<file path="config.mk">
export PLATFORM = sky130hd
export DESIGN_NAME = dedc_sequencer
export DESIGN_NICKNAME = d
export VERILOG_FILES = /design/src/common/dedc_pkg.sv /design/src/dedc_sequencer.sv
export VERILOG_INCLUDE_DIRS = /design/src /design/src/common
export SDC_FILE = /design/constraint.sdc
export NUM_CORES = 1
export LEC_CHECK = 0
export BUFFER_PORTS_ARGS = -buffer_cell sky130_fd_sc_hd__buf_2
export CORE_ASPECT_RATIO = 0.5
export CORE_MARGIN = 5
export CORE_UTILIZATION = 45
export CTS_CLUSTER_SIZE = 10
export DETAILED_ROUTE_END_ITERATION = 10
export GPL_ROUTABILITY_DRIVEN = 0
export HOLD_SLACK_MARGIN = 0.15
export PLACE_DENSITY = 0.73
export SLEW_MARGIN = 20
export SYNTH_ARGS = -nofsm -noshare
export SYNTH_HDL_FRONTEND = slang
export SYNTH_SLANG_ARGS = --single-unit
</file>
<file path="constraint.sdc">
create_clock -name sys_clk -period 5.5 [get_ports sys_clk]
set_input_delay 0.55 -clock sys_clk [delete_from_list [all_inputs] [get_ports sys_clk]]
set_output_delay 0.55 -clock sys_clk [all_outputs]
set_load 0.01 [all_outputs]
</file>
<file path="src/common/dedc_defines.svh">
// timing counts and check-matrix constants for the edc cycle sequencer
`ifndef DEDC_DEFINES_SVH
`define DEDC_DEFINES_SVH

`define DEDC_CLK_NS 10
`define DEDC_CAS_NS 75
`define DEDC_ACC_NS 135
`define DEDC_WE_DLY_NS 180
`define DEDC_WE_LOW_NS 130
`define DEDC_WE_MIN_NS 55
`define DEDC_DONE_NS 66

// least times round up to whole cycles
`define DEDC_CAS_CYC ((`DEDC_CAS_NS + `DEDC_CLK_NS - 1) / `DEDC_CLK_NS)
`define DEDC_ACC_CYC ((`DEDC_ACC_NS + `DEDC_CLK_NS - 1) / `DEDC_CLK_NS)
`define DEDC_LATCH_AT (`DEDC_CAS_CYC + `DEDC_ACC_CYC)
`define DEDC_WE_DLY_CYC ((`DEDC_WE_DLY_NS + `DEDC_CLK_NS - 1) / `DEDC_CLK_NS)
`define DEDC_WE_LOW_CYC ((`DEDC_WE_LOW_NS + `DEDC_CLK_NS - 1) / `DEDC_CLK_NS)
`define DEDC_WE_MIN_CYC ((`DEDC_WE_MIN_NS + `DEDC_CLK_NS - 1) / `DEDC_CLK_NS)
`define DEDC_DONE_CYC ((`DEDC_DONE_NS + `DEDC_CLK_NS - 1) / `DEDC_CLK_NS)

// check-matrix column per data bit, bit i at [6i+5:6i], all weight three
`define DEDC_COLS {6'h2c, 6'h2a, 6'h29, 6'h26, 6'h25, 6'h23, 6'h1c, 6'h1a, \
    6'h19, 6'h16, 6'h15, 6'h13, 6'h0e, 6'h0d, 6'h0b, 6'h07}
`define DEDC_SYN_OK 6'h00
`define DEDC_CNT_ZERO 6'h00
`define DEDC_CNT_ONE 6'h01

`endif

</file>
<file path="src/common/dedc_pkg.sv">
// types shared by the edc cycle sequencer
package dedc_pkg;
    typedef enum logic [2:0] {S_IDLE, S_READ, S_CHECK, S_CAPT, S_WRITE, S_DONE} dedc_state_e;
    typedef logic [15:0] dedc_word_t;
    typedef logic [5:0] dedc_chk_t;
endpackage

</file>
<file path="src/dedc_sequencer.sv">
// dram edc cycle sequencer: word read, word write and byte read-modify-write
// How it works
// - input latches hold while hold enable low
// - hold enable falls after read data settles
// - read recomputes six check bits and compares
// - error flag low on any bit error
// - multi-bit flag low on uncorrectable words
// - result latch captures corrected word
// - lane drives enabled before result capture
// - bus-side latches capture at cycle end
// - every cycle ends with cycle-done pulse
// - writes strobe board, row, column like reads
// - writes output six generated check bits
// - result latch never drives during writes
// - write strobe timing 180 delay, 130 low
// - byte write is word read then write
// - byte write holds wait until cycle-done ends
// - merge new byte, regenerate check bits
// - cycle-done is one 70 ns low pulse (66 ns rounded up to 7 cycles)
// - error status held until software clears
`timescale 1ns/1ps
`include "dedc_defines.svh"
module dedc_sequencer
    import dedc_pkg::*;
#(
    parameter int AW = 18,
    parameter int RW = 8
)(
    // clock and reset
    input wire logic sys_clk,
    input wire logic rst_b,
    // request from processor or system bus master
    input wire logic req_valid,
    input wire logic req_write,
    input wire logic req_from_bus,
    input wire logic req_byte_hi_en,
    input wire logic [AW-1:0] req_addr,
    input wire logic [15:0] req_wdata,
    output logic req_wait_r,
    output logic cycle_done_n_r,
    output logic [15:0] bus_rdata_r,
    // local data bus from the result latch
    output logic [15:0] local_data_r,
    output logic local_drive_r,
    // error status
    input wire logic err_clear,
    output logic fault_n_r,
    output logic multi_bit_fault_n_r,
    output logic err_held_r,
    output logic [AW-1:0] err_addr_r,
    output logic [5:0] err_syndrome_r,
    output logic [2:0] err_status_r,
    // edc latch controls
    output logic input_latch_hold_n_r,
    output logic result_latch_capture_n_r,
    output logic low_lane_drive_n_r,
    output logic high_lane_drive_n_r,
    // memory board
    output logic board_pick_r,
    output logic row_strobe_n_r,
    output logic col_strobe_n_r,
    output logic col_sel_r,
    output logic [RW-1:0] mem_addr_r,
    output logic write_strobe_n_r,
    output logic [15:0] mem_wdata_r,
    output logic mem_wdrive_r,
    output logic [5:0] check_bit_out_r,
    input wire logic [15:0] mem_rdata,
    input wire logic [5:0] mem_rcheck
);

    function automatic dedc_chk_t col_of(input int i);
        logic [95:0] h;
        h = `DEDC_COLS;
        return h[i*6 +: 6];
    endfunction

    function automatic dedc_chk_t gen_check(input dedc_word_t d);
        dedc_chk_t c;
        c = '0;
        for (int i = 0; i < 16; i++)
        begin
            if (d[i])
                c = c ^ col_of(i);
        end
        return c;
    endfunction

    function automatic dedc_word_t fix_word(input dedc_word_t d, input dedc_chk_t s);
        dedc_word_t f;
        f = d;
        for (int i = 0; i < 16; i++)
        begin
            if (col_of(i) == s)
                f[i] = ~f[i];
        end
        return f;
    endfunction

    // memory pins come from another board: two flops before use
    dedc_word_t rd_s1_r, rd_s2_r;
    dedc_chk_t ck_s1_r, ck_s2_r;
    always_ff @(posedge sys_clk)
    begin
        if (!rst_b)
        begin
            rd_s1_r <= '0;
            rd_s2_r <= '0;
            ck_s1_r <= '0;
            ck_s2_r <= '0;
        end
        else
        begin
            rd_s1_r <= mem_rdata;
            rd_s2_r <= rd_s1_r;
            ck_s1_r <= mem_rcheck;
            ck_s2_r <= ck_s1_r;
        end
    end

    dedc_state_e st_r, st_nxt;
    logic [5:0] tcnt_r, tcnt_nxt;
    logic [AW-1:0] addr_r, addr_nxt;
    dedc_word_t wdata_r, wdata_nxt, in_data_r, in_data_nxt;
    dedc_chk_t in_check_r, in_check_nxt;
    logic byte_r, byte_nxt, hi_r, hi_nxt, bus_r, bus_nxt;
    logic wait_nxt, done_n_nxt, ldrv_nxt, fault_nxt, multi_nxt, held_nxt;
    logic hold_nxt, capt_nxt, lo_nxt, hi_drv_nxt;
    logic pick_nxt, ras_nxt, cas_nxt, csel_nxt, we_nxt, wdrv_nxt;
    dedc_word_t brd_nxt, ldat_nxt, mwd_nxt;
    logic [AW-1:0] eaddr_nxt;
    dedc_chk_t esyn_nxt, cbo_nxt;
    logic [2:0] estat_nxt;
    logic [RW-1:0] maddr_nxt;
    dedc_chk_t syn_w;
    dedc_word_t corr_w, merge_w;
    logic multi_w;

    // edc datapath on the held input latch
    always_comb
    begin
        syn_w = gen_check(in_data_r) ^ in_check_r;
        corr_w = fix_word(in_data_r, syn_w);
        multi_w = (syn_w != `DEDC_SYN_OK) && ($countones(syn_w) != 1)
            && (corr_w == in_data_r);
        merge_w = hi_r ? {wdata_r[15:8], corr_w[7:0]} : {corr_w[15:8], wdata_r[7:0]};
    end

    always_comb
    begin
        st_nxt = st_r;
        tcnt_nxt = tcnt_r + `DEDC_CNT_ONE;
        addr_nxt = addr_r;
        wdata_nxt = wdata_r;
        byte_nxt = byte_r;
        hi_nxt = hi_r;
        bus_nxt = bus_r;
        // transparent while hold enable high, frozen while low
        in_data_nxt = input_latch_hold_n_r ? rd_s2_r : in_data_r;
        in_check_nxt = input_latch_hold_n_r ? ck_s2_r : in_check_r;
        wait_nxt = req_wait_r;
        done_n_nxt = cycle_done_n_r;
        brd_nxt = bus_rdata_r;
        ldat_nxt = local_data_r;
        ldrv_nxt = local_drive_r;
        fault_nxt = fault_n_r;
        multi_nxt = multi_bit_fault_n_r;
        held_nxt = err_held_r && !err_clear;
        eaddr_nxt = err_addr_r;
        esyn_nxt = err_syndrome_r;
        estat_nxt = err_status_r;
        hold_nxt = input_latch_hold_n_r;
        capt_nxt = result_latch_capture_n_r;
        lo_nxt = low_lane_drive_n_r;
        hi_drv_nxt = high_lane_drive_n_r;
        pick_nxt = board_pick_r;
        ras_nxt = row_strobe_n_r;
        cas_nxt = col_strobe_n_r;
        csel_nxt = col_sel_r;
        maddr_nxt = mem_addr_r;
        we_nxt = write_strobe_n_r;
        mwd_nxt = mem_wdata_r;
        wdrv_nxt = mem_wdrive_r;
        cbo_nxt = check_bit_out_r;
        // row/column sequence shared by read and write parts
        if (st_r == S_READ || st_r == S_WRITE)
        begin
            if (tcnt_r == 6'(`DEDC_CAS_CYC - 1))
            begin
                csel_nxt = 1'b1;
                maddr_nxt = addr_r[2*RW:RW+1];
            end
            if (tcnt_r == 6'(`DEDC_CAS_CYC))
                cas_nxt = 1'b0;
        end
        unique case (st_r)
            S_IDLE:
            begin
                tcnt_nxt = `DEDC_CNT_ZERO;
                if (req_valid)
                begin
                    addr_nxt = req_addr;
                    wdata_nxt = req_wdata;
                    bus_nxt = req_from_bus;
                    hi_nxt = req_addr[0];
                    byte_nxt = req_write && !(req_byte_hi_en && !req_addr[0]);
                    wait_nxt = byte_nxt;
                    pick_nxt = 1'b1;
                    ras_nxt = 1'b0;
                    maddr_nxt = req_addr[RW:1];
                    ldrv_nxt = 1'b0;
                    if (req_write && !byte_nxt)
                    begin
                        mwd_nxt = req_wdata;
                        cbo_nxt = gen_check(req_wdata);
                        wdrv_nxt = 1'b1;
                        st_nxt = S_WRITE;
                    end
                    else
                        st_nxt = S_READ;
                end
            end
            S_READ:
            begin
                // freeze the latch only after access time past column strobe
                if (tcnt_r == 6'(`DEDC_LATCH_AT - 1))
                begin
                    hold_nxt = 1'b0;
                    st_nxt = S_CHECK;
                end
            end
            S_CHECK:
            begin
                fault_nxt = (syn_w == `DEDC_SYN_OK);
                multi_nxt = !multi_w;
                // a new error while the clear arrives still gets captured
                if (syn_w != `DEDC_SYN_OK && (!err_held_r || err_clear))
                begin
                    held_nxt = 1'b1;
                    eaddr_nxt = addr_r;
                    esyn_nxt = syn_w;
                    estat_nxt = {bus_r, byte_r, multi_w};
                end
                if (byte_r)
                begin
                    mwd_nxt = merge_w;
                    cbo_nxt = gen_check(merge_w);
                    wdrv_nxt = 1'b1;
                    tcnt_nxt = `DEDC_CNT_ZERO;
                    st_nxt = S_WRITE;
                end
                else
                begin
                    lo_nxt = 1'b0;
                    hi_drv_nxt = 1'b0;
                    st_nxt = S_CAPT;
                end
            end
            S_CAPT:
            begin
                capt_nxt = 1'b0;
                ldat_nxt = corr_w;
                ldrv_nxt = 1'b1;
                if (bus_r)
                    brd_nxt = corr_w;
                done_n_nxt = 1'b0;
                tcnt_nxt = `DEDC_CNT_ZERO;
                st_nxt = S_DONE;
            end
            S_WRITE:
            begin
                ldrv_nxt = 1'b0;
                if (tcnt_r == 6'(`DEDC_WE_DLY_CYC - 1))
                    we_nxt = 1'b0;
                if (tcnt_r == 6'(`DEDC_WE_DLY_CYC + `DEDC_WE_LOW_CYC - 1))
                begin
                    we_nxt = 1'b1;
                    done_n_nxt = 1'b0;
                    tcnt_nxt = `DEDC_CNT_ZERO;
                    st_nxt = S_DONE;
                end
            end
            S_DONE:
            begin
                if (tcnt_r == 6'(`DEDC_DONE_CYC - 1))
                begin
                    done_n_nxt = 1'b1;
                    wait_nxt = 1'b0;
                    hold_nxt = 1'b1;
                    capt_nxt = 1'b1;
                    lo_nxt = 1'b1;
                    hi_drv_nxt = 1'b1;
                    pick_nxt = 1'b0;
                    ras_nxt = 1'b1;
                    cas_nxt = 1'b1;
                    csel_nxt = 1'b0;
                    wdrv_nxt = 1'b0;
                    ldrv_nxt = 1'b0;
                    st_nxt = S_IDLE;
                end
            end
        endcase
    end

    always_ff @(posedge sys_clk)
    begin
        if (!rst_b)
        begin
            st_r <= S_IDLE;
            tcnt_r <= '0;
            addr_r <= '0;
            wdata_r <= '0;
            byte_r <= 1'b0;
            hi_r <= 1'b0;
            bus_r <= 1'b0;
            in_data_r <= '0;
            in_check_r <= '0;
            req_wait_r <= 1'b0;
            cycle_done_n_r <= 1'b1;
            bus_rdata_r <= '0;
            local_data_r <= '0;
            local_drive_r <= 1'b0;
            fault_n_r <= 1'b1;
            multi_bit_fault_n_r <= 1'b1;
            err_held_r <= 1'b0;
            err_addr_r <= '0;
            err_syndrome_r <= '0;
            err_status_r <= '0;
            input_latch_hold_n_r <= 1'b1;
            result_latch_capture_n_r <= 1'b1;
            low_lane_drive_n_r <= 1'b1;
            high_lane_drive_n_r <= 1'b1;
            board_pick_r <= 1'b0;
            row_strobe_n_r <= 1'b1;
            col_strobe_n_r <= 1'b1;
            col_sel_r <= 1'b0;
            mem_addr_r <= '0;
            write_strobe_n_r <= 1'b1;
            mem_wdata_r <= '0;
            mem_wdrive_r <= 1'b0;
            check_bit_out_r <= '0;
        end
        else
        begin
            st_r <= st_nxt;
            tcnt_r <= tcnt_nxt;
            addr_r <= addr_nxt;
            wdata_r <= wdata_nxt;
            byte_r <= byte_nxt;
            hi_r <= hi_nxt;
            bus_r <= bus_nxt;
            in_data_r <= in_data_nxt;
            in_check_r <= in_check_nxt;
            req_wait_r <= wait_nxt;
            cycle_done_n_r <= done_n_nxt;
            bus_rdata_r <= brd_nxt;
            local_data_r <= ldat_nxt;
            local_drive_r <= ldrv_nxt;
            fault_n_r <= fault_nxt;
            multi_bit_fault_n_r <= multi_nxt;
            err_held_r <= held_nxt;
            err_addr_r <= eaddr_nxt;
            err_syndrome_r <= esyn_nxt;
            err_status_r <= estat_nxt;
            input_latch_hold_n_r <= hold_nxt;
            result_latch_capture_n_r <= capt_nxt;
            low_lane_drive_n_r <= lo_nxt;
            high_lane_drive_n_r <= hi_drv_nxt;
            board_pick_r <= pick_nxt;
            row_strobe_n_r <= ras_nxt;
            col_strobe_n_r <= cas_nxt;
            col_sel_r <= csel_nxt;
            mem_addr_r <= maddr_nxt;
            write_strobe_n_r <= we_nxt;
            mem_wdata_r <= mwd_nxt;
            mem_wdrive_r <= wdrv_nxt;
            check_bit_out_r <= cbo_nxt;
        end
    end

    // helper: length of the current write strobe low phase
    logic [5:0] we_cnt_r;
    always_ff @(posedge sys_clk)
    begin
        if (!rst_b || write_strobe_n_r)
            we_cnt_r <= '0;
        else
            we_cnt_r <= we_cnt_r + `DEDC_CNT_ONE;
    end

    localparam int LATCH_AT = `DEDC_LATCH_AT;
    localparam int WE_AT = `DEDC_WE_DLY_CYC;
    localparam int WE_LOW = `DEDC_WE_LOW_CYC;
    localparam int WE_MIN = `DEDC_WE_MIN_CYC;
endmodule // dedc_sequencer

</file>
### After elaboration in Yosys (flattened, before gate mapping)

Index checks and enable logic that the tools add are counted.

| cells by class | value |
|---|---|
| $lt $le $gt $ge | 0 |
| mux-type cells | 194 |
| shifts and indexed selects | 0 |
| div/mod/pow operators | 0 |
| $add $sub $neg | 6 |
| multiply operators | 0 |
| bitwise operators | 62 |
| equality and inequality tests | 36 |
| reductions and logical operators | 41 |

Operators by type and width:

| cell | number |
|---|---|
| 6-bit 2-to-1 mux | 98 |
| 3-bit inverter | 45 |
| 5-bit 2-to-1 mux | 18 |
| 16-bit 2-to-1 mux | 4 |
| 1-bit 2-to-1 mux | 39 |
| 5-bit by 6-bit == test with 1-bit output (first input constant) | 6 |
| 6-bit == test (first input constant) | 6 |
| 4-bit 2-to-1 mux | 9 |
| 8-bit 2-to-1 mux | 4 |
| 16-bit one-hot mux with 2 select lines | 1 |
| 3-bit 2-to-1 mux | 9 |
| 4-bit by 6-bit == test with 1-bit output (first input constant) | 3 |
| 6-bit by 5-bit == test with 1-bit output (second input constant) | 3 |
| 3-bit one-hot mux with 6 select lines | 1 |
| 6-bit one-hot mux with 3 select lines | 1 |
| 16-bit == test | 1 |
| 1-bit inverter | 16 |
| 3-bit AND reduction | 5 |
| 6-bit by 3-bit == test with 1-bit output (second input constant) | 2 |
| 1-bit one-hot mux with 2 select lines | 6 |
| 6-bit one-hot mux with 2 select lines | 1 |
| 2-bit nonzero test | 6 |
| 2-bit inequality test (second input constant) | 5 |
| 2-bit AND reduction | 5 |
| other kinds (25) | 45 |

| word-level totals | value |
|---|---|
| bits in writable memories | 0 |
| bits in read-only memories | 0 |
| word-level logic and storage cells | 375 |
| bits in registers | 216 |
| input bits | 63 |
| memories | 0 |
| bits in latches | 0 |
| output and inout port bits | 105 |

### Longest topological paths before layout

| depth | value |
|---|---|
| word-level depth | 98 |
| depth in mapped cells | 16 |
| gate-level depth less buffers | 15 |

### Worst setup path after synthesis

Ideal clock, no wire load.

| timing path | value |
|---|---|
| kind | register to register |
| start | reg in_data_r[13] |
| end | reg err_status_r[0] |
| slack | 1548 ps |
| cell stages (with the launch flop) | 16 |
| required time | 5430 ps |
| clock period less this slack | 3952 ps |
| library setup time | 70 ps |
| arrival | 3881 ps |
| path buffers | 1 |
| cell sequence | dfxtp_1 buf_2 xnor2_1 xor3_1 xnor2_1 fa_1 fa_1 ha_1 inv_1 fa_1 nand3_1 o21ai_0 a311o_1 nor4_1 nand2_1 a21oi_1 |

| between the ends | value |
|---|---|
| cells in the longest elaborated chain, start to end | 12 |
| elaborated cells between the ends (all ways) | 51 |
| classes of those cells | add/sub: 5; eq/ne: 18; mux: 19; bitwise: 4; reduce/logical: 5 |

Ends and longest elaborated chain:

| item | RTL line | text |
|---|---|---|
| from (decl) | dedc_sequencer.sv:124 | `dedc_word_t wdata_r, wdata_nxt, in_data_r, in_data_nxt;` |
| from (signal assigned) | dedc_sequencer.sv:352 | `in_data_r <= in_data_nxt;` |
| 6-bit 2-to-1 mux * | dedc_sequencer.sv:83 | `if (d[i])` |
| 3-bit inverter (no line) | n/a |  |
| 6-bit 2-to-1 mux * | dedc_sequencer.sv:83 |  |
| 3-bit inverter (no line) | n/a |  |
| 6-bit 2-to-1 mux * | dedc_sequencer.sv:83 |  |
| 6-bit bitwise XOR * | dedc_sequencer.sv:142 | `syn_w = gen_check(in_data_r) ^ in_check_r;` |
| named net syn_w[3] | dedc_sequencer.sv:135 | `dedc_chk_t syn_w;` |
| 1-bit by 1-bit adder with 2-bit output (implied by the code) | dedc_sequencer.sv:144 | `` multi_w = (syn_w != `DEDC_SYN_OK) && ($countones(syn_w) != 1) `` |
| 2-bit by 2-bit adder with 3-bit output (implied by the code) | dedc_sequencer.sv:144 |  |
| 3-bit by 2-bit adder with 4-bit output (implied by the code) | dedc_sequencer.sv:144 |  |
| 4-bit by 1-bit inequality test with 1-bit output | dedc_sequencer.sv:144 |  |
| 1-bit logical AND (2 in series) | dedc_sequencer.sv:144 |  |
| to (signal assigned) | dedc_sequencer.sv:364 | `err_status_r <= estat_nxt;` |
| to (decl) | dedc_sequencer.sv:52 | `output logic [2:0] err_status_r,` |

The timed path passes the listed nets; every way through them passes the cells marked *.
A chain may end at the register's enable or synchronous reset.

### Final worst setup path

| timing path | value |
|---|---|
| start | reg in_data_r[15] |
| end | reg err_status_r[0] |

| between the ends | value |
|---|---|
| cells in the longest elaborated chain, start to end | 8 |
| elaborated cells between the ends (all ways) | 46 |
| classes of those cells | add/sub: 4; eq/ne: 18; mux: 17; bitwise: 2; reduce/logical: 5 |

Ends and longest elaborated chain:

| item | RTL line |
|---|---|
| 6-bit 2-to-1 mux * | dedc_sequencer.sv:83 |
| 6-bit bitwise XOR * | dedc_sequencer.sv:142 |
| named net syn_w[3] | dedc_sequencer.sv:135 |
| 1-bit by 1-bit adder with 2-bit output (implied by the code) | dedc_sequencer.sv:144 |
| 2-bit by 2-bit adder with 3-bit output (implied by the code) | dedc_sequencer.sv:144 |
| 3-bit by 2-bit adder with 4-bit output (implied by the code) | dedc_sequencer.sv:144 |
| 4-bit by 1-bit inequality test with 1-bit output | dedc_sequencer.sv:144 |
| 1-bit logical AND (2 in series) | dedc_sequencer.sv:144 |

Marked as above.

==> flow_summary.yaml <==
sta:
  max-slew-margin-rel_pct: 34.2
  fin_crit_ps: 4430
  setup_tns_ps: 0
  max_slew.worst_pin.slew_ps: 987
  hold_ws_ps: 234
  final-setup-viol-count: 0
  max_freq_mhz: 226
  hold_viol: 0
  fin_skew_ps: 24.2
  drv_slew: 0
  rsz0062_at_grt: "no"
  finalCritPeriodShare_pct: 80.6
placement:
  place_area_um2: 10700
  io_buffers: 167
  hpwl_um: 18800
  place_inst: 1503
detailed_routing:
  num_vias: 8195
  dr.pass1.iters: 6
  drtIter0Drc: 821
  wl_per_cell_um: 17.0
  ant_nets: 0
  via_per_inst: 5.36
  drc: 0
  postRouteWirelength_um: 25900
setup_path:
  path_class: "reg2reg"
  path_max_fanout: 10
  crit_path_start_kind: "flip-flop"
  setup.worst_path.start: "in_data_r[15]"
  timing.rr.start: "in_data_r[15]"
  critPathCaptureType: "flip-flop"
  critical_path_required_ps: 5940
  cp.arrival_ps: 4870
clocking:
  insertion_delay_ps: 530
  cts_tree: "built"
  clockRootBuffer: "clkbuf_16"
  clkSlewWorstSetupHoldPaths_ps: 60
  htree_levels: 1
  cts_inserted_buffers: 25
  clock_path_buffers: 3
  clock_sinks: 215
  cts_hold_buf: 0
  postCtsSetupRepairBufs: 0
  postCtsResizedCells: 0
min_path:
  hp-class: "in2reg"
  min_from: "mem_rcheck[5]"
power:
  power.density_nw_per_um2: 385
  power_switching_uw: 1390
  vdd_drop_max_uv: 196
  combPwrFrac_pct: 26.5
  p_seq_share_pct: 41.7
  switching_share_pct: 31.9
  clkPwrFrac_pct: 31.9
  intPower_uw: 2960
  leakage_uw: 0.00471
finish:
  layout_common_cells: "dfxtp_1 (215), nand2_1 (182), buf_2 (167), nor2_1 (118), a21oi_1 (91)"
  drive_above_1_share_pct: 19.1
  final_common_cell: "dfxtp_1"
  fin_util_pct: 52.7
  fin_nets: 1305
  layout.cells.non_filler: 1529
  area_growth_syn_to_layout_pct: 16.2
  fill_cells: 1977
  final_cell_area_um2: 11300
  antenna_cells: 0
yosys:
  synth_edf_count: 0
  async_reset_ff_share_pct: 0
  yosysWarnings: 0
  ys_seq_elements: 215
  postSynthAreaPerCell_um2: 8.75
  ys_seq_area_share_pct: 44.2
  syn_area_um2: 9730
  synth.distinct_cells: 65
  postSynthCellCount: 1112
  synth_fp_nets: 1187
  yosys_most_used_dff: "dfxtp_1"
floorplanning:
  dieArea_um2: 24800
  core_area_um2: 21400
  ios: 168
  start_util_pct: 45.4
  die_h_um: 114
  die_w_um: 218
  rows: 38
grt:
  track_usage_pct: 20.4
  grt_max_degree: 91
  grt_pass1_wl_um: 41700
  grt-ovfl-total: 0
  grt_pass1_vias: 7816
  antenna_found_initial: 0
status:
  status: "complete, no violations"
flow_run:
  drv_cap: 0
-- cell type report --
type                            count  area [µm²]  share of cell area, %
Multi-Input combinational cell    798        5040                   44.5
Sequential cell                   215        4300                   38.1
Timing Repair Buffer              175         896                   7.92
Clock buffer                       25         626                   5.53
Tap cell                          300         375                   3.32
Inverter                           15        63.8                  0.564
Clock inverter                      1        7.51                 0.0664
-- final timing paths --
check / to / slack (ps) / cells past startpoint
max: err_status_r[0] / 1070 / 14
min: ck_s1_r[5] / 230 / 2
max reg2reg: err_status_r[0] / 1070 / 14
min reg2reg: ck_s2_r[2] / 430 / 1
-- per-layer routing --
layer  vias to the layer above  part of all wire (%)  track usage (%)
li1                       3978                     -                -
met1                      3865                    44             27.5
met2                       289                    45             32.8
met3                        63                   7.2             4.75
met4                         0                   3.3             6.81
met5                         -                     0                0
-- power by group through the flow --
| stage | clock [µW] | combinational [µW] | sequential, µW |
|---|---|---|---|
| after global routing | 1490 | 1270 | 1830 |
| after CTS | 1420 | 1150 | 1810 |
| after global placement | 0 | 1110 | 1840 |
| after floorplan | 0 | 834 | 1820 |
| after detailed placement | 0 | 1140 | 1840 |
| final | 1390 | 1150 | 1810 |
-- registers in the layout, indices dropped and copies added, names as in the netlist, 3 cells and up --
name and flops:
mem_addr_r 8, ck_s2_r 6, rd_s1_r 16, err_syndrome_r 6, err_status_r 3, tcnt_r 6, addr_r 18, ck_s1_r 6
in_data_r 16, err_addr_r 18, wdata_r 16, mem_wdata_r 16, check_bit_out_r 6, in_check_r 6, st_r 3, bus_rdata_r 16
local_data_r 16, rd_s2_r 16
-- Yosys cell counts (11+ instances only) --
cell	number	area [µm²]
o211ai_1	21	158
and2_1	47	294
nor2_1	118	443
nand3_1	29	145
a311oi_1	11	96.3
xnor2_1	73	639
inv_1	13	48.8
dfxtp_1	215	4300
nand2_1	182	683
a211oi_1	37	278
o21ai_0	18	90.1
mux2i_1	23	230
clkbuf_1	64	240
xor2_1	20	175
xnor3_1	11	248
a21oi_1	91	455
nor3_1	14	70.1
-- cell families after synthesis --
logic type / synth area share, %
adders and majority gates: 1.77
and+or+nand+nor: 19.6
muxes: 3.29
buffers and inverters: 4.20
AOI/OAI and AO/OA: 14.2
DFF: 44.2
xor gates and xnor gates: 12.7
-- critical path: stages, from the launching register on --
cell and delay, ps:
dfxtp_1 480, xor2_1 170, xnor2_1 720, xnor2_1 250
fa_1 560, fa_1 420, ha_1 190, inv_1 60
fa_1 410, nand3_1 80, o21ai_0 80, a311o_1 290
nor4_1 390, nand2_1 100, a21oi_1 140
-- per-stage QoR --
stage	setup slack (ps)	power (µW)
2_1_floorplan	1550	2650
4_1_cts	1150	4370
6_report	1070	4350
3_5_place_dp	1160	2980
5_1_grt	824	4600
3_3_place_gp	1340	2950
(Power assumes the default switching activity.)
